`config.mk`:
```
export PLATFORM = sky130hd
export DESIGN_NAME = tpw_timer
export DESIGN_NICKNAME = d
export VERILOG_FILES = /design/src/include/tpw_pkg.sv /design/src/design/tpw_timer.sv
export VERILOG_INCLUDE_DIRS = /design/src /design/src/include
export SDC_FILE = /design/constraint.sdc
export NUM_CORES = 1
export LEC_CHECK = 0
export BUFFER_PORTS_ARGS = -buffer_cell sky130_fd_sc_hd__buf_4
export CAP_MARGIN = 20
export CORE_MARGIN = 3
export CORE_UTILIZATION = 39
export DETAILED_ROUTE_END_ITERATION = 8
export PLACE_DENSITY_LB_ADDON = 0.05
export SLEW_MARGIN = 25
export SYNTH_ARGS = -nofsm -noshare
export SYNTH_HDL_FRONTEND = slang
export SYNTH_SLANG_ARGS = --single-unit
```
`constraint.sdc`:
```
create_clock -name CLK_IN -period 2.8 [get_ports CLK_IN]
set_clock_uncertainty 0.05 [all_clocks]
set_input_delay 0.56 -clock CLK_IN [delete_from_list [all_inputs] [get_ports CLK_IN]]
set_output_delay 0.56 -clock CLK_IN [all_outputs]
set_load 0.01 [all_outputs]
```
`src/include/tpw_defines.svh`:
```
// Purpose: Constants for the 16-bit PWM waveform timer
// Assumes: 10 MHz I/O clock, AHB-Lite register access
// Notes:   Offsets are byte addresses of 32-bit words
`ifndef TPW_DEFINES_SVH
`define TPW_DEFINES_SVH
`define TPW_OFF_CTRL    8'h00
`define TPW_OFF_PRESC   8'h04
`define TPW_OFF_COUNT   8'h08
`define TPW_OFF_CMPA    8'h0C
`define TPW_OFF_CMPB    8'h10
`define TPW_OFF_CMPC    8'h14
`define TPW_OFF_CAPT    8'h18
`define TPW_OFF_FLAGS   8'h1C
`define TPW_OFF_DIR     8'h20
`define TPW_CTRL_WGM    3:0
`define TPW_CTRL_ACTA   5:4
`define TPW_CTRL_ACTB   7:6
`define TPW_CTRL_ACTC   9:8
`define TPW_FLG_WRAP    0
`define TPW_FLG_CMPA    1
`define TPW_FLG_CMPB    2
`define TPW_FLG_CMPC    3
`define TPW_FLG_CAPT    4
`define TPW_TOP8        16'h00FF
`define TPW_TOP9        16'h01FF
`define TPW_TOP10       16'h03FF
`define TPW_DIV8        11'h007
`define TPW_DIV64       11'h03F
`define TPW_DIV256      11'h0FF
`define TPW_DIV1024     11'h3FF
`define TPW_CLK_NS      100
`endif

```
`src/include/tpw_pkg.sv`:
```
// Purpose: Types for the 16-bit PWM waveform timer
// Assumes: Used with tpw_defines.svh
// Notes:   Waveform select codes follow the counter's mode table
package tpw_pkg;
	typedef enum logic [3:0] {
		TPW_NORMAL = 4'h0, TPW_PC8 = 4'h1, TPW_PC9 = 4'h2, TPW_PC10 = 4'h3,
		TPW_CTC_A = 4'h4, TPW_F8 = 4'h5, TPW_F9 = 4'h6, TPW_F10 = 4'h7,
		TPW_PFC_C = 4'h8, TPW_PFC_A = 4'h9, TPW_PC_C = 4'hA, TPW_PC_A = 4'hB,
		TPW_CTC_C = 4'hC, TPW_RSVD = 4'hD, TPW_F_C = 4'hE, TPW_F_A = 4'hF
	} tpw_wgm_e;
	typedef enum logic [1:0] {
		TPW_ACT_OFF = 2'h0, TPW_ACT_TOG = 2'h1, TPW_ACT_NINV = 2'h2, TPW_ACT_INV = 2'h3
	} tpw_act_e;
	typedef enum logic [1:0] {
		TPW_UP = 2'h0, TPW_DOWN = 2'h1
	} tpw_dir_e;
	typedef logic [15:0] tpw_word_t;
endpackage

```
`src/design/tpw_timer.sv`:
```
// Purpose: 16-bit timer with three compare channels and PWM waveform modes
// Assumes: Single 10 MHz clock, AHB-Lite slave, zero wait states
// Notes:   Normal and CTC modes count and wrap but only toggle in CTC
//
// Decided for this implementation: the AHB-Lite register port and the address map.
`timescale 1ns/1ps
`include "tpw_defines.svh"
module tpw_timer (
	input  wire logic        CLK_IN,
	input  wire logic        RESET_N_IN,
	input  wire logic        HSEL_IN,
	input  wire logic [31:0] HADDR_IN,
	input  wire logic [1:0]  HTRANS_IN,
	input  wire logic        HWRITE_IN,
	input  wire logic [2:0]  HSIZE_IN,
	input  wire logic [31:0] HWDATA_IN,
	input  wire logic        HREADY_IN,
	output logic      [31:0] HRDATA_OUT,
	output logic             HREADYOUT_OUT,
	output logic             HRESP_OUT,
	output logic      [2:0]  COMPARE_OUTPUT_OUT,
	output logic      [2:0]  COMPARE_OUTPUT_OE_OUT
);
	import tpw_pkg::*;

	logic [9:0]  ctrl_q;
	logic [2:0]  presc_q;
	logic [2:0]  dir_bits_q;
	tpw_word_t   count_q;
	tpw_word_t   cap_top_q;
	tpw_word_t   cmp_buf_q [3];
	tpw_word_t   cmp_act_q [3];
	logic [4:0]  flags_q;
	tpw_dir_e    dir_q;
	logic [2:0]  oc_q;
	logic [10:0] div_q;
	logic        tick;
	logic        wr_pend_q;
	logic [7:0]  wr_addr_q;
	logic        rd_sel;
	tpw_wgm_e    wgm;
	tpw_word_t   top;
	logic        fast_mode, dual_mode, pfc_mode, ctc_mode, fixed_top;
	logic        at_top, at_zero, load_now;
	tpw_word_t   wmask;

	assign wgm = tpw_wgm_e'(ctrl_q[`TPW_CTRL_WGM]);

	// Action field of channel i
	function automatic tpw_act_e act_of(input logic [9:0] c, input int i);
		act_of = tpw_act_e'(c[4 + 2*i +: 2]);
	endfunction

	// Mode decode
	always_comb begin
		fast_mode = (wgm == TPW_F8) || (wgm == TPW_F9) || (wgm == TPW_F10) ||
			(wgm == TPW_F_C) || (wgm == TPW_F_A);
		pfc_mode  = (wgm == TPW_PFC_C) || (wgm == TPW_PFC_A);
		dual_mode = pfc_mode || (wgm == TPW_PC8) || (wgm == TPW_PC9) || (wgm == TPW_PC10) ||
			(wgm == TPW_PC_C) || (wgm == TPW_PC_A);
		ctc_mode  = (wgm == TPW_CTC_A) || (wgm == TPW_CTC_C);
		fixed_top = 1'b1;
		wmask     = 16'hFFFF;
		unique case (wgm)
			TPW_PC8, TPW_F8: begin
				top   = `TPW_TOP8;
				wmask = `TPW_TOP8;
			end
			TPW_PC9, TPW_F9: begin
				top   = `TPW_TOP9;
				wmask = `TPW_TOP9;
			end
			TPW_PC10, TPW_F10: begin
				top   = `TPW_TOP10;
				wmask = `TPW_TOP10;
			end
			// Register tops accept any value from 0x0003 to 0xFFFF
			TPW_PFC_C, TPW_PC_C, TPW_CTC_C, TPW_F_C: begin
				top       = cap_top_q;
				fixed_top = 1'b0;
			end
			TPW_PFC_A, TPW_PC_A, TPW_CTC_A, TPW_F_A: begin
				top       = cmp_act_q[0];
				fixed_top = 1'b0;
			end
			default: begin
				top       = 16'hFFFF;
				fixed_top = 1'b0;
			end
		endcase
	end

	assign at_top  = (count_q == top);
	assign at_zero = (count_q == 16'h0000);
	// Loads at top for single-slope and phase correct, at zero for frequency correct
	assign load_now = tick && (pfc_mode ? (at_zero && dir_q == TPW_DOWN) : at_top);

	// Prescaler: tick every N I/O clocks, N = 1, 8, 64, 256, 1024
	always_ff @(posedge CLK_IN or negedge RESET_N_IN) begin
		if (!RESET_N_IN) begin
			div_q <= 11'h000;
		end else begin
			div_q <= tick ? 11'h000 : div_q + 11'h001;
		end
	end
	always_comb begin
		unique case (presc_q)
			3'h1: tick = 1'b1;
			3'h2: tick = (div_q == `TPW_DIV8);
			3'h3: tick = (div_q == `TPW_DIV64);
			3'h4: tick = (div_q == `TPW_DIV256);
			3'h5: tick = (div_q == `TPW_DIV1024);
			default: tick = 1'b0;
		endcase
	end

	// Bus: address phase captured, write committed in data phase
	always_ff @(posedge CLK_IN or negedge RESET_N_IN) begin
		if (!RESET_N_IN) begin
			wr_pend_q <= 1'b0;
			wr_addr_q <= 8'h00;
		end else if (HREADY_IN) begin
			wr_pend_q <= HSEL_IN && HTRANS_IN[1] && HWRITE_IN;
			wr_addr_q <= HADDR_IN[7:0];
		end
	end
	assign rd_sel = HREADY_IN && HSEL_IN && HTRANS_IN[1] && !HWRITE_IN;

	always_ff @(posedge CLK_IN or negedge RESET_N_IN) begin
		if (!RESET_N_IN) begin
			HRDATA_OUT <= 32'h0000_0000;
		end else if (rd_sel) begin
			unique case (HADDR_IN[7:0])
				`TPW_OFF_CTRL:  HRDATA_OUT <= {22'h0, ctrl_q};
				`TPW_OFF_PRESC: HRDATA_OUT <= {29'h0, presc_q};
				`TPW_OFF_COUNT: HRDATA_OUT <= {16'h0, count_q};
				`TPW_OFF_CMPA:  HRDATA_OUT <= {16'h0, cmp_buf_q[0]};
				`TPW_OFF_CMPB:  HRDATA_OUT <= {16'h0, cmp_buf_q[1]};
				`TPW_OFF_CMPC:  HRDATA_OUT <= {16'h0, cmp_buf_q[2]};
				`TPW_OFF_CAPT:  HRDATA_OUT <= {16'h0, cap_top_q};
				`TPW_OFF_FLAGS: HRDATA_OUT <= {27'h0, flags_q};
				`TPW_OFF_DIR:   HRDATA_OUT <= {29'h0, dir_bits_q};
				default:        HRDATA_OUT <= 32'h0000_0000;
			endcase
		end
	end
	always_ff @(posedge CLK_IN or negedge RESET_N_IN) begin
		if (!RESET_N_IN) begin
			HREADYOUT_OUT <= 1'b0;
			HRESP_OUT     <= 1'b0;
		end else begin
			HREADYOUT_OUT <= 1'b1;
			HRESP_OUT     <= 1'b0;
		end
	end

	// Control registers
	always_ff @(posedge CLK_IN or negedge RESET_N_IN) begin
		if (!RESET_N_IN) begin
			ctrl_q     <= 10'h000;
			presc_q    <= 3'h0;
			dir_bits_q <= 3'h0;
			cap_top_q  <= 16'h0000;
		end else if (wr_pend_q) begin
			unique case (wr_addr_q)
				`TPW_OFF_CTRL:  ctrl_q     <= HWDATA_IN[9:0];
				`TPW_OFF_PRESC: presc_q    <= HWDATA_IN[2:0];
				`TPW_OFF_DIR:   dir_bits_q <= HWDATA_IN[2:0];
				`TPW_OFF_CAPT:  cap_top_q  <= HWDATA_IN[15:0];
				default: ;
			endcase
		end
	end

	// Compare buffers and active values
	always_ff @(posedge CLK_IN or negedge RESET_N_IN) begin
		if (!RESET_N_IN) begin
			for (int i = 0; i < 3; i++) begin
				cmp_buf_q[i] <= 16'h0000;
				cmp_act_q[i] <= 16'h0000;
			end
		end else begin
			for (int i = 0; i < 3; i++) begin
				if (wr_pend_q && wr_addr_q == `TPW_OFF_CMPA + 8'(4*i))
					cmp_buf_q[i] <= HWDATA_IN[15:0] & wmask;
				// Non-PWM modes have no double buffer
				if (!(fast_mode || dual_mode) || load_now)
					cmp_act_q[i] <= cmp_buf_q[i];
			end
		end
	end

	// Counter, flags
	always_ff @(posedge CLK_IN or negedge RESET_N_IN) begin
		if (!RESET_N_IN) begin
			count_q <= 16'h0000;
			dir_q   <= TPW_UP;
		end else if (wr_pend_q && wr_addr_q == `TPW_OFF_COUNT) begin
			count_q <= HWDATA_IN[15:0];
		end else if (tick) begin
			if (dual_mode) begin
				// Top held for one tick, then down; period is twice top
				if (at_top && dir_q == TPW_UP) begin
					dir_q   <= TPW_DOWN;
					count_q <= count_q - 16'h0001;
				end else if (at_zero && dir_q == TPW_DOWN) begin
					dir_q   <= TPW_UP;
					count_q <= 16'h0001;
				end else if (dir_q == TPW_UP) begin
					count_q <= count_q + 16'h0001;
				end else begin
					count_q <= count_q - 16'h0001;
				end
			end else begin
				dir_q   <= TPW_UP;
				count_q <= ((fast_mode || ctc_mode) && at_top) ? 16'h0000 : count_q + 16'h0001;
			end
		end
	end

	always_ff @(posedge CLK_IN or negedge RESET_N_IN) begin
		if (!RESET_N_IN) begin
			flags_q <= 5'h00;
		end else begin
			// Hardware set wins over a same-cycle software clear
			for (int i = 0; i < 5; i++) begin
				if (wr_pend_q && wr_addr_q == `TPW_OFF_FLAGS && HWDATA_IN[i])
					flags_q[i] <= 1'b0;
			end
			if (tick) begin
				for (int i = 0; i < 3; i++)
					if (count_q == cmp_act_q[i])
						flags_q[`TPW_FLG_CMPA + i] <= 1'b1;
				if (dual_mode ? (at_zero && dir_q == TPW_DOWN) : (fast_mode && at_top) || count_q == 16'hFFFF)
					flags_q[`TPW_FLG_WRAP] <= 1'b1;
				if (at_top && dir_q == TPW_UP && (wgm == TPW_PFC_C || wgm == TPW_PC_C || wgm == TPW_F_C ||
						wgm == TPW_CTC_C))
					flags_q[`TPW_FLG_CAPT] <= 1'b1;
			end
		end
	end

	// Waveform outputs
	always_ff @(posedge CLK_IN or negedge RESET_N_IN) begin
		if (!RESET_N_IN) begin
			oc_q <= 3'h0;
		end else if (tick) begin
			for (int i = 0; i < 3; i++) begin
				tpw_act_e a;
				logic     m;
				a = act_of(ctrl_q, i);
				m = (count_q == cmp_act_q[i]);
				if (a == TPW_ACT_TOG) begin
					// Toggle only on channel A, and only when A defines top or in CTC
					if (m && i == 0 && (wgm == TPW_F_A || wgm == TPW_PC_A || wgm == TPW_PFC_A || ctc_mode))
						oc_q[i] <= ~oc_q[i];
				end else if (a != TPW_ACT_OFF && fast_mode) begin
					// Match action first so compare at top yields a constant level
					if (m)
						oc_q[i] <= (a == TPW_ACT_NINV);
					else if (at_top)
						oc_q[i] <= (a == TPW_ACT_INV);
				end else if (a != TPW_ACT_OFF && dual_mode) begin
					// Zero is met on the way down, so its match must not act as a down match
					if (m && at_zero)
						oc_q[i] <= (a == TPW_ACT_INV);
					else if (m && at_top)
						oc_q[i] <= (a == TPW_ACT_NINV);
					else if (m && dir_q == TPW_UP)
						oc_q[i] <= (a == TPW_ACT_INV);
					else if (m)
						oc_q[i] <= (a == TPW_ACT_NINV);
				end
			end
		end
	end

	always_ff @(posedge CLK_IN or negedge RESET_N_IN) begin
		if (!RESET_N_IN) begin
			COMPARE_OUTPUT_OUT    <= 3'h0;
			COMPARE_OUTPUT_OE_OUT <= 3'h0;
		end else begin
			for (int i = 0; i < 3; i++) begin
				COMPARE_OUTPUT_OE_OUT[i] <= dir_bits_q[i];
				COMPARE_OUTPUT_OUT[i]    <= dir_bits_q[i] && act_of(ctrl_q, i) != TPW_ACT_OFF && oc_q[i];
			end
		end
	end

	a_cmp_flag_set: assert property (@(posedge CLK_IN) disable iff (!RESET_N_IN)
		tick && count_q == cmp_act_q[1] |=> flags_q[`TPW_FLG_CMPB]) else $error("compare flag B not set");
	a_pc_wrap_flag: assert property (@(posedge CLK_IN) disable iff (!RESET_N_IN)
		tick && dual_mode && at_zero && dir_q == TPW_DOWN |=> flags_q[`TPW_FLG_WRAP])
		else $error("wrap flag missed at zero");
	a_buf_load_top: assert property (@(posedge CLK_IN) disable iff (!RESET_N_IN)
		tick && fast_mode && at_top |=> cmp_act_q[0] == $past(cmp_buf_q[0])) else $error("buffer not loaded");
	a_fast_wrap: assert property (@(posedge CLK_IN) disable iff (!RESET_N_IN)
		tick && fast_mode && at_top && !wr_pend_q |=> count_q == 16'h0000) else $error("fast wrap missed");
	a_pin_dir_gate: assert property (@(posedge CLK_IN) disable iff (!RESET_N_IN)
		!dir_bits_q[0] |=> !COMPARE_OUTPUT_OUT[0]) else $error("pin driven without direction");
	a_fast_set_match: assert property (@(posedge CLK_IN) disable iff (!RESET_N_IN)
		tick && fast_mode && act_of(ctrl_q, 1) == TPW_ACT_NINV && count_q == cmp_act_q[1] |=> oc_q[1])
		else $error("non-inverted set missed");
	a_pc_up_clear: assert property (@(posedge CLK_IN) disable iff (!RESET_N_IN)
		tick && dual_mode && act_of(ctrl_q, 1) == TPW_ACT_NINV && dir_q == TPW_UP && count_q == cmp_act_q[1] &&
		!at_top |=> !oc_q[1]) else $error("up match did not clear");
	a_pc_zero_low: assert property (@(posedge CLK_IN) disable iff (!RESET_N_IN)
		tick && dual_mode && act_of(ctrl_q, 1) == TPW_ACT_NINV && cmp_act_q[1] == 16'h0000 && at_zero
		|=> !oc_q[1]) else $error("zero compare drove output high");
	a_no_tick_hold: assert property (@(posedge CLK_IN) disable iff (!RESET_N_IN)
		!tick && !wr_pend_q |=> $stable(count_q)) else $error("count moved without tick");
	a_pc_top_rest: assert property (@(posedge CLK_IN) disable iff (!RESET_N_IN)
		tick && dual_mode && dir_q == TPW_UP && count_q + 16'h0001 == top && !at_top && !wr_pend_q
		|=> count_q == top && dir_q == TPW_UP) else $error("top not reached");
	c_fast_wrap: cover property (@(posedge CLK_IN) tick && fast_mode && at_top);
	c_pc_turn: cover property (@(posedge CLK_IN) tick && dual_mode && at_top && dir_q == TPW_UP);
	c_pfc_load: cover property (@(posedge CLK_IN) load_now && pfc_mode);
endmodule // tpw_timer

```
==> Yosys cells after proc, flatten, opt, wreduce, memory -nomap -nowiden <==
Cells that the tools add are included.
W data, S select, Z words.
{ "word_totals": {"regBits": 213, "latch_bits": 0, "ramBits": 0, "romBits": 0, "in_bits": 74, "out_inout_bits": 40, "wordCells": 237, "n_memories": 0} }
{ "op_classes": {"addsub": 3, "multipliers": 0, "n_div": 0, "order_cmp": 0, "n_eq_ne": 59, "n_shift": 0, "mux": 54, "bitwise_logic": 5, "n_reduce_logical": 93} }
{ "ops": {"columns": ["operator", "n"], "rows": [
  ["$pmux W16 S9", 1],
  ["$mux W16", 7],
  ["$pmux W16 S5", 1],
  ["$eq A16 B16 Y1", 4],
  ["$eq A8 B5 Y1 const B", 8],
  ["$pmux W16 S3", 1],
  ["$logic_and A1 B1 Y1", 43],
  ["$mux W1", 38],
  ["$eq A8 B4 Y1 const B", 4],
  ["$eq A4 B4 Y1 const B", 7],
  ["$logic_or A1 B1 Y1", 21],
  ["$add A16 B1 Y16 const B", 1],
  ["$and A16 B16 Y16", 1],
  ["$eq A16 B16 Y1 const B", 1],
  ["$eq A4 B3 Y1 const B", 4],
  ["$eq A8 B3 Y1 const B", 2],
  ["$eq A8 B6 Y1 const B", 2],
  ["$logic_not A16 Y1", 1],
  ["$logic_not A8 Y1", 2],
  ["$sub A16 B1 Y16 const B", 1],
  ["$reduce_and A5 Y1", 3],
  ["$eq A2 B2 Y1 const B", 6],
  ["$reduce_bool A2 Y1", 6],
  ["$add A11 B1 Y11 const B", 1],
  ["28 further kinds", 48]
]} }

==> Longest topological paths before layout <==
Gate-level depths: netlist (run 1).
{ "depth": {"ltp_word": 11, "depth_mapped": 14, "depth_no_buf": 10} }

==> Least setup slack after synthesis (run 1) <==
Ideal clock, no wire load.
{ "synth_path": {"path_kind": "flip-flop to flip-flop", "from": "register ctrl_q[1]", "to": "register cmp_act_q[32] (netlist name)", "arrival_time_ps": 2901, "path_slack_ps": -278, "stages_incl_launch_ff": 15, "path_buffers": 5, "synth_period_minus_slack_ps": 3078, "path_cell_list": "dfrtp_1 > buf_6 > or3_1 > buf_2 > a21oi_2 > o21a_1 > o211ai_1 > nor4_4 > and2_1 > buf_6 > nand2_4 > o21ai_4 > buf_6 > buf_12 > mux2_1"} }
{ "synth_between": {"elab_chain_cells": 10} }
{ "synth_lines": {"columns": ["item", "line", "rtl"], "rows": [
  ["start, declared", "tpw_timer.sv:26", "logic [9:0] ctrl_q;"],
  ["start signal, assigned", "tpw_timer.sv:166", "`TPW_OFF_CTRL: ctrl_q <= HWDATA_IN[9:0];"],
  ["branches (longest 9 deep; another with $pmux W16 S5)", null, null],
  ["$logic_or A1 B1 Y1 (*)", "tpw_timer.sv:187", "if (!(fast_mode || dual_mode) || load_now)"],
  ["end signal, assigned by index", "tpw_timer.sv:188", "cmp_act_q[i] <= cmp_buf_q[i];"],
  ["end, declared", "tpw_timer.sv:32", "tpw_word_t cmp_act_q [3];"]
]} }
Mark *: on every way between the ends.
A chain may end at the register's enable or synchronous reset.

==> Final worst setup path (run 1) <==
{ "layout_path": {"from": "register ctrl_q[3]", "to": "register cmp_act_q[17] (netlist name)"} }
The elaborated chain is that of the path after synthesis.

==> out/qor.json, run 1 <==
{
  "timing": {
    "max_freq_ghz": 0.319,
    "worst_slew_margin_rel_pct": 51.2,
    "worst_hold_slack_ns": 0.0967,
    "rsz0062_at_grt": "yes",
    "final.period_utilization_pct": 112,
    "timing_hold_violations_final": 0,
    "finalSetupViolations": 68,
    "slew_viol_final": 0,
    "layout_min_cycle_time_ns": 3.14,
    "timing.final.ws_setup_ns": -0.338,
    "worst_slew_pin_slew_ns": 0.724
  },
  "detailed_routing": {
    "drt_first_pass_iters": 5,
    "average_via_count_per_standard_cell": 5.74,
    "drt-wirelength-per-cell_um": 23.7,
    "total_wire_length_after_detailed_routing_um": 41600,
    "drt_first_iter_violations": 977,
    "vias_post_dr": 10100,
    "route.antenna.remaining_nets": 0,
    "drc": 0
  },
  "setup_path": {
    "worstSetupStartpointType": "flop",
    "timing.critical_path.arrival_ns": 3.42,
    "worstSetupEndpointType": "flop",
    "worst_ep_required_time_ns": 3.09,
    "worst-path-buf-inv": 5,
    "cp_common_cell": "buf_12",
    "slowest_delay_ns": 0.42,
    "critical_path.top_delay_family": "simple AND/OR/NAND/NOR gates",
    "path_max_fanout": 7,
    "cp_max_stage_cell": "dfrtp_1",
    "worst-r2r-cell-count": 14,
    "worstSetupPathType": "flop to flop",
    "worstPathCellList": "buf_12 -> buf_6 -> or3_4 -> a21oi_2 -> o21a_1 -> o211ai_1 -> nor4_4 -> and2_4 -> nand2_4 -> o21ai_4 -> buf_12 -> buf_12 -> clkbuf_16 -> mux2_4",
    "cp.depth": 14
  },
  "clocking": {
    "cts-buffers-inserted": 17,
    "cts.sinks": 196,
    "cts.clk_slew.worst_paths_ns": 0.08,
    "postCtsHoldBufs": 0,
    "cts_max_level": 4,
    "insertion_delay_ns": 0.46,
    "ctsRootBufferMaster": "clkbuf_16",
    "cts.path.max_buffers": 2,
    "tritoncts": "yes"
  },
  "synth": {
    "yosysTopAreaCell": "dfrtp_1",
    "ys_dominant_reg_cell": "dfrtp_1",
    "synth-seq-cells": 196,
    "synth_sequential_area_ratio_pct": 43.1,
    "asyncSetResetFlopFracSynth_pct": 100,
    "synth-edff-count": 0,
    "postSynthAreaPerCell_um2": 9.80,
    "dominant_cell_by_count_in_the_synthesized_netlist": "dfrtp_1",
    "synth.top_cells.by_count": "dfrtp_1 (196), nand2_1 (117), o21ai_0 (97), mux2_2 (89), nor2_1 (57)",
    "synth_area_leaders": "dfrtp_1 (43%), mux2_2 (8.8%), o21ai_0 (4.3%)",
    "mappedNetlistArea_um2": 11400,
    "synth_largest_type_area_fraction_pct": 43.1,
    "ys_types": 80,
    "yosysWarnings": 0,
    "syn_inst": 1162
  },
  "cells_and_area": {
    "n_antenna_cell": 0,
    "drive_gt1_share_pct": 34.3,
    "syn_to_final_growth_pct": 30.7,
    "final_cell_count_no_fill": 1756,
    "final_core_area_utilization_pct": 52.7,
    "final_cell_area_um2": 14900,
    "number_of_nets_in_the_layout": 1444
  },
  "power": {
    "power-per-cell-area_nw_per_um2": 657,
    "power.static_leakage_nw": 6.51,
    "vdd.ir_drop.worst_mv": 0.528,
    "report.power.total_mw": 9.77
  },
  "floorplan": {
    "core-area_um2": 28200,
    "io_pins": 114,
    "fp-row-count": 61,
    "dieWidth_um": 177,
    "die_area_um2": 31300,
    "die_h_um": 177,
    "floorplan.initialDensity_pct": 40.3
  },
  "placed_design": {
    "placed_cell_area_um2": 13300,
    "finalWeightedCongestion": 0.948,
    "post-place-cells": 1687,
    "io_buffers": 52,
    "dp_hpwl_um": 30000
  },
  "global_route": {
    "global_route_wire_length_before_repair_um": 62000,
    "grt_start_max_net_pins": 76,
    "first_global_vias": 9806,
    "global_route.usage.total_pct": 26.5,
    "number_of_antenna_violations_at_the_first_check_in_global_routing": 0,
    "grt-ovfl-total": 0
  },
  "job": {
    "max_cap_violations": 0
  },
  "status": {
    "run_status": "finished with violations",
    "failed_checks": "setup timing"
  },
  "min_path": {
    "hold_path_class": "input pin to async pin"
  }
}
==> layout make-up <==
class                           instances  area, um^2
Clock buffer                           18         429
Fill cell                            2619       13400
Multi-Input combinational cell        863        6430
Tap cell                              378         473
Timing Repair Buffer                  266        2410
Clock inverter                         13         140
Sequential cell                       196        4910
Inverter                               22        85.1
==> worst paths after layout <==
check / startpoint / to / slack, ns
worst min register to register: div_q[0] / div_q[0] / 0.41
worst max-delay path: ctrl_q[3] / cmp_act_q[17] / -0.34
worst min-delay path: RESET_N_IN / COMPARE_OUTPUT_OE_OUT[0] / 0.1
worst max register to register: ctrl_q[3] / cmp_act_q[17] / -0.34
min in group CLK_IN: HADDR_IN[7] / wr_addr_q[7] / 0.31
max in group asynchronous: RESET_N_IN / cmp_buf_q[36] / 1.81
==> report_power, final <==
part	internal (mW)	leakage, nW	switching, mW	total, mW
combinational	1.78	4.01	2.00	3.78
sequential	3.14	2.22	0.388	3.52
clock	1.19	0.274	1.28	2.47
==> placed cells by master (no fill, tap or decap), drive strengths merged, types with 9 or more instances in the layout <==
| cell type | synthesis | final |
|---|---|---|
| nand2 | 118 | 118 |
| mux2 | 109 | 109 |
| nor3 | 34 | 34 |
| o22ai | 9 | 9 |
| a21oi | 48 | 48 |
| nand2b | 16 | 16 |
| nor4 | 16 | 16 |
| inv | 20 | 26 |
| a221o | 12 | 12 |
| xnor2 | 50 | 50 |
| o31ai | 18 | 18 |
| a221oi | 10 | 10 |
| o211ai | 9 | 9 |
| nand4 | 19 | 19 |
| o21ai | 103 | 103 |
| xor2 | 24 | 24 |
| conb | 2 | 18 |
| nand3 | 31 | 31 |
| and3 | 13 | 13 |
| a31oi | 10 | 10 |
| dfrtp | 196 | 196 |
| or3 | 11 | 11 |
| o31a | 9 | 9 |
| buf | 49 | 261 |
| clkbuf | 49 | 23 |
| mux2i | 21 | 21 |
| nor2 | 57 | 57 |
==> logic make-up after synthesis <==
family                   share of synthesized area [%]
AND/OR/NAND/NOR                                   15.6
buffers and inverters                             5.28
XOR/XNOR                                          5.69
other                                           0.0660
multiplexers                                      13.4
flip-flops                                        43.1
AO/OA/AOI/OAI                                     16.4
adder cells (fa/ha/maj)                          0.440
==> sequential cells by signal (all words and copies together) (netlist names) <==
name                   cells
dir_bits_q                 3
HREADYOUT_OUT              1
div_q                     11
ctrl_q                    10
HRDATA_OUT                16
wr_addr_q                  8
cmp_buf_q                 48
presc_q                    3
count_q                   16
wr_pend_q                  1
cap_top_q                 16
flags_q                    5
COMPARE_OUTPUT_OUT         3
COMPARE_OUTPUT_OE_OUT      3
oc_q                       3
cmp_act_q                 48
dir_q                      1
==> metal layers <==
layer	routed length [um]	GRT usage, %	vias to the layer above
li1	-	-	4624
met1	19300	38.6	5065
met2	19000	41.2	332
met3	2240	4.12	59
met4	979	7.36	0
met5	0	0	-
==> stage by stage <==
step	setup WS [ns]	TNS, ns
global placement	-0.497	-21.99
detailed placement	-0.441	-23.72
floorplan	-0.214	-7.66
finish	-0.338	-17.51
CTS	-0.390	-20.69
global route	-0.402	-22.21
==> timing repair <==
item | in CTS | in global routing
resized for setup | 100 | 46
pin swaps | 40 | 35
hold endpoints to repair | 0 | 0
buffers inserted | 22 | 11
endpoints found under the setup margin | 68 | 70
gates cloned | 5 | 5
(Power assumes the default switching activity.)
==> run 2, diff against run 1 <==
CAP_MARGIN = 10   (was 20)
CORE_ASPECT_RATIO = 0.6   (was unset)
SETUP_SLACK_MARGIN = 0.5   (was unset)
==> run 2 against run 1 <==
The run still ends with setup timing left. Sequential cell count is the same. Cell area is essentially flat. Critical path depth shrank 1. Combinational power is essentially flat. Worst hold slack lost 0.051 ns. Maximum frequency is essentially flat. Highest routed layer unchanged. Final cell count shrank 0.23%. Via count grew 1.8%.
==> out/qor.json, run 2 (synthesis results as in run 1) <==
{
  "global_route": {
    "first_global_vias": {"value": 9891, "change": "+0.87%"},
    "number_of_antenna_violations_at_the_first_check_in_global_routing": {"value": 1, "change": "+1"},
    "global_route.usage.total": {"value": 27.4, "unit": "%", "change": "+0.82 points"},
    "grt_start_max_net_pins": {"value": 68, "change": "-11%"},
    "grt-ovfl-total": {"value": 0, "change": "unchanged"},
    "global_route_wire_length_before_repair": {"value": 64300, "unit": "um", "change": "+3.7%"}
  },
  "timing": {
    "rsz0062_at_grt": "yes",
    "layout_min_cycle_time": {"value": 3.14, "unit": "ns", "change": "+0.00247 ns"},
    "worst_slew_margin_rel": {"value": 46.7, "unit": "%", "change": "-4.5 points"},
    "max_freq": {"value": 0.318, "unit": "GHz", "change": "about the same"},
    "finalSetupViolations": {"value": 69, "change": "+1.5%"},
    "slew_viol_final": {"value": 0, "change": "unchanged"},
    "final.period_utilization": {"value": 112, "unit": "%", "change": "about the same"},
    "timing_hold_violations_final": {"value": 0, "change": "unchanged"},
    "timing.final.ws_setup": {"value": -0.340, "unit": "ns", "change": "-0.00247 ns"},
    "worst_slew_pin_slew": {"value": 0.791, "unit": "ns", "change": "+0.0675 ns"}
  },
  "clocking": {
    "cts.path.max_buffers": {"value": 2, "change": "unchanged"},
    "cts_max_level": {"value": 4, "change": "unchanged"},
    "ctsRootBufferMaster": "clkbuf_16",
    "cts-buffers-inserted": {"value": 17, "change": "unchanged"},
    "cts.sinks": {"value": 196, "change": "unchanged"},
    "tritoncts": "yes",
    "insertion_delay": {"value": 0.46, "unit": "ns", "change": "about the same"},
    "cts.clk_slew.worst_paths": {"value": 0.08, "unit": "ns", "change": "about the same"},
    "postCtsHoldBufs": {"value": 0, "change": "unchanged"}
  },
  "setup_path": {
    "worst_ep_required_time": {"value": 3.10, "unit": "ns", "change": "about the same"},
    "slack_of_the_worst_reg_to_reg_path": {"value": -0.34, "unit": "ns", "change": "about the same"},
    "r2r_start": "ctrl_q[2]",
    "worstSetupStartpointType": "flop",
    "worstSetupPathType": "flop to flop",
    "worstSetupEndpointType": "flop",
    "crit_start": "ctrl_q[2]",
    "path_max_fanout": {"value": 8, "change": "+1"},
    "timing.critical_path.arrival": {"value": 3.44, "unit": "ns", "change": "+0.02 ns"},
    "timing.rr.end": "cmp_act_q[20]",
    "worst-r2r-cell-count": {"value": 13, "change": "-1"}
  },
  "floorplan": {
    "floorplan.initialDensity": {"value": 40.4, "unit": "%", "change": "+0.10 points"},
    "die_h": {"value": 138, "unit": "um", "change": "-22%"},
    "fp-row-count": {"value": 47, "change": "-23%"},
    "core-area": {"value": 28200, "unit": "um^2", "change": "-0.25%"},
    "die_area": {"value": 31300, "unit": "um^2", "change": "+0.21%"},
    "io_pins": {"value": 114, "change": "unchanged"},
    "dieWidth": {"value": 227, "unit": "um", "change": "+28%"}
  },
  "placed_design": {
    "io_buffers": {"value": 52, "change": "unchanged"},
    "dpl_worst_slack": {"value": -0.491, "unit": "ns", "change": "-0.0499 ns"},
    "placed_cell_area": {"value": 13300, "unit": "um^2", "change": "+0.25%"},
    "dp_hpwl": {"value": 31400, "unit": "um", "change": "+4.5%"},
    "finalWeightedCongestion": {"value": 0.922, "change": "-2.7%"}
  },
  "detailed_routing": {
    "route.antenna.remaining_nets": {"value": 0, "change": "unchanged"},
    "total_wire_length_after_detailed_routing": {"value": 42300, "unit": "um", "change": "+1.8%"},
    "drc": {"value": 0, "change": "unchanged"},
    "average_via_count_per_standard_cell": {"value": 5.86, "change": "+2.1%"},
    "vias_post_dr": {"value": 10300, "change": "+1.8%"},
    "drt_first_pass_iters": {"value": 5, "change": "unchanged"},
    "drt_first_iter_violations": {"value": 861, "change": "-12%"},
    "drt-wirelength-per-cell": {"value": 24.2, "unit": "um", "change": "+2.1%"}
  },
  "cells_and_area": {
    "drive_gt1_share": {"value": 35.7, "unit": "%", "change": "+1.4 points"},
    "syn_to_final_growth": {"value": 30.6, "unit": "%", "change": "about the same"},
    "fill_cells": {"value": 2558, "change": "-2.3%"},
    "n_antenna_cell": {"value": 0, "change": "unchanged"},
    "layout_common_cells": "buf_4 (229), dfrtp_1 (192), nand2_1 (115)",
    "final_common_cell": "buf_4",
    "largest_registers": "cmp_act_q (48), cmp_buf_q (48)",
    "final_core_area_utilization": {"value": 52.8, "unit": "%", "change": "+0.12 points"},
    "number_of_nets_in_the_layout": {"value": 1450, "change": "+0.42%"},
    "final_cell_area": {"value": 14900, "unit": "um^2", "change": "about the same"}
  },
  "power": {
    "power.static_leakage": {"value": 6.48, "unit": "nW", "change": "-0.42%"},
    "report.power.total": {"value": 9.89, "unit": "mW", "change": "+1.2%"},
    "power-per-cell-area": {"value": 665, "unit": "nW/um^2", "change": "+1.2%"},
    "vdd.ir_drop.worst": {"value": 0.447, "unit": "mV", "change": "-15%"}
  },
  "job": {
    "max_cap_violations": {"value": 0, "change": "unchanged"}
  },
  "min_path": {
    "hold_path_class": "input pin to async pin"
  },
  "status": {
    "run_status": "finished with violations",
    "failed_checks": "setup timing"
  }
}
run 2: power by group:
group	total (mW)	internal, mW	switching, mW
sequential	3.51	3.14	0.372
combinational	3.78	1.78	2.00
clock	2.60	1.32	1.28
total	9.89	6.24	3.65
run 2: what timing repair did:
item | in CTS | in global routing
pin swaps | 20 | 47
gates resized for setup | 85 | 49
endpoints found under the setup margin | 76 | 76
buffers inserted | 26 | 15
cloned | 3 | 0
run 2: worst max-delay path by stage:
stage / end / cells past startpoint
final: cmp_act_q[20] / 13
after global routing: cmp_act_q[20] / 15
after detailed placement: cmp_act_q[7] / 12
after global placement: cmp_act_q[21] / 12
after floorplan: cmp_act_q[24] / 14
after CTS: cmp_act_q[9] / 12
run 2: per-stage QoR:
step | setup TNS [ns] | hold slack, ns | cells
2_1_floorplan | -6.59 | 0.214 | 1178
3_3_place_gp | -25.39 | 0.404 | 1676
3_5_place_dp | -27.65 | 0.398 | 1676
4_1_cts | -19.60 | 0.0692 | 1737
5_1_grt | -24.91 | 0.0866 | 1752
6_report | -18.67 | 0.0453 | 1752
run 2: final cells by class:
class	count	area, um^2	share of cell area [%]
clock buffers	19	453	3.05
clock inverters	13	154	1.03
inverters	22	85.1	0.572
multi-input cells	862	6440	43.3
flip-flops and latches	196	4910	33.0
well taps	367	459	3.09
repair buffers	273	2370	15.9
run 2: worst max-delay path: stages (launching register included):
cell and delay (ns):
dfrtp_2 0.43, buf_6 0.12, or3b_1 0.37, o22a_1 0.21
a211oi_2 0.27, o2111ai_2 0.19, nor4_4 0.24, and2_4 0.22
nand2_4 0.05, o21ai_4 0.16, buf_12 0.18, buf_12 0.11
buf_16 0.13, mux2_4 0.30
run 2: layer usage:
| layer | global-route usage, % | wire length [um] |
|---|---|---|
| met5 | 0 | 0 |
| met4 | 5.41 | 478 |
| met3 | 5.11 | 3360 |
| met2 | 36.5 | 16900 |
| met1 | 45.1 | 21600 |
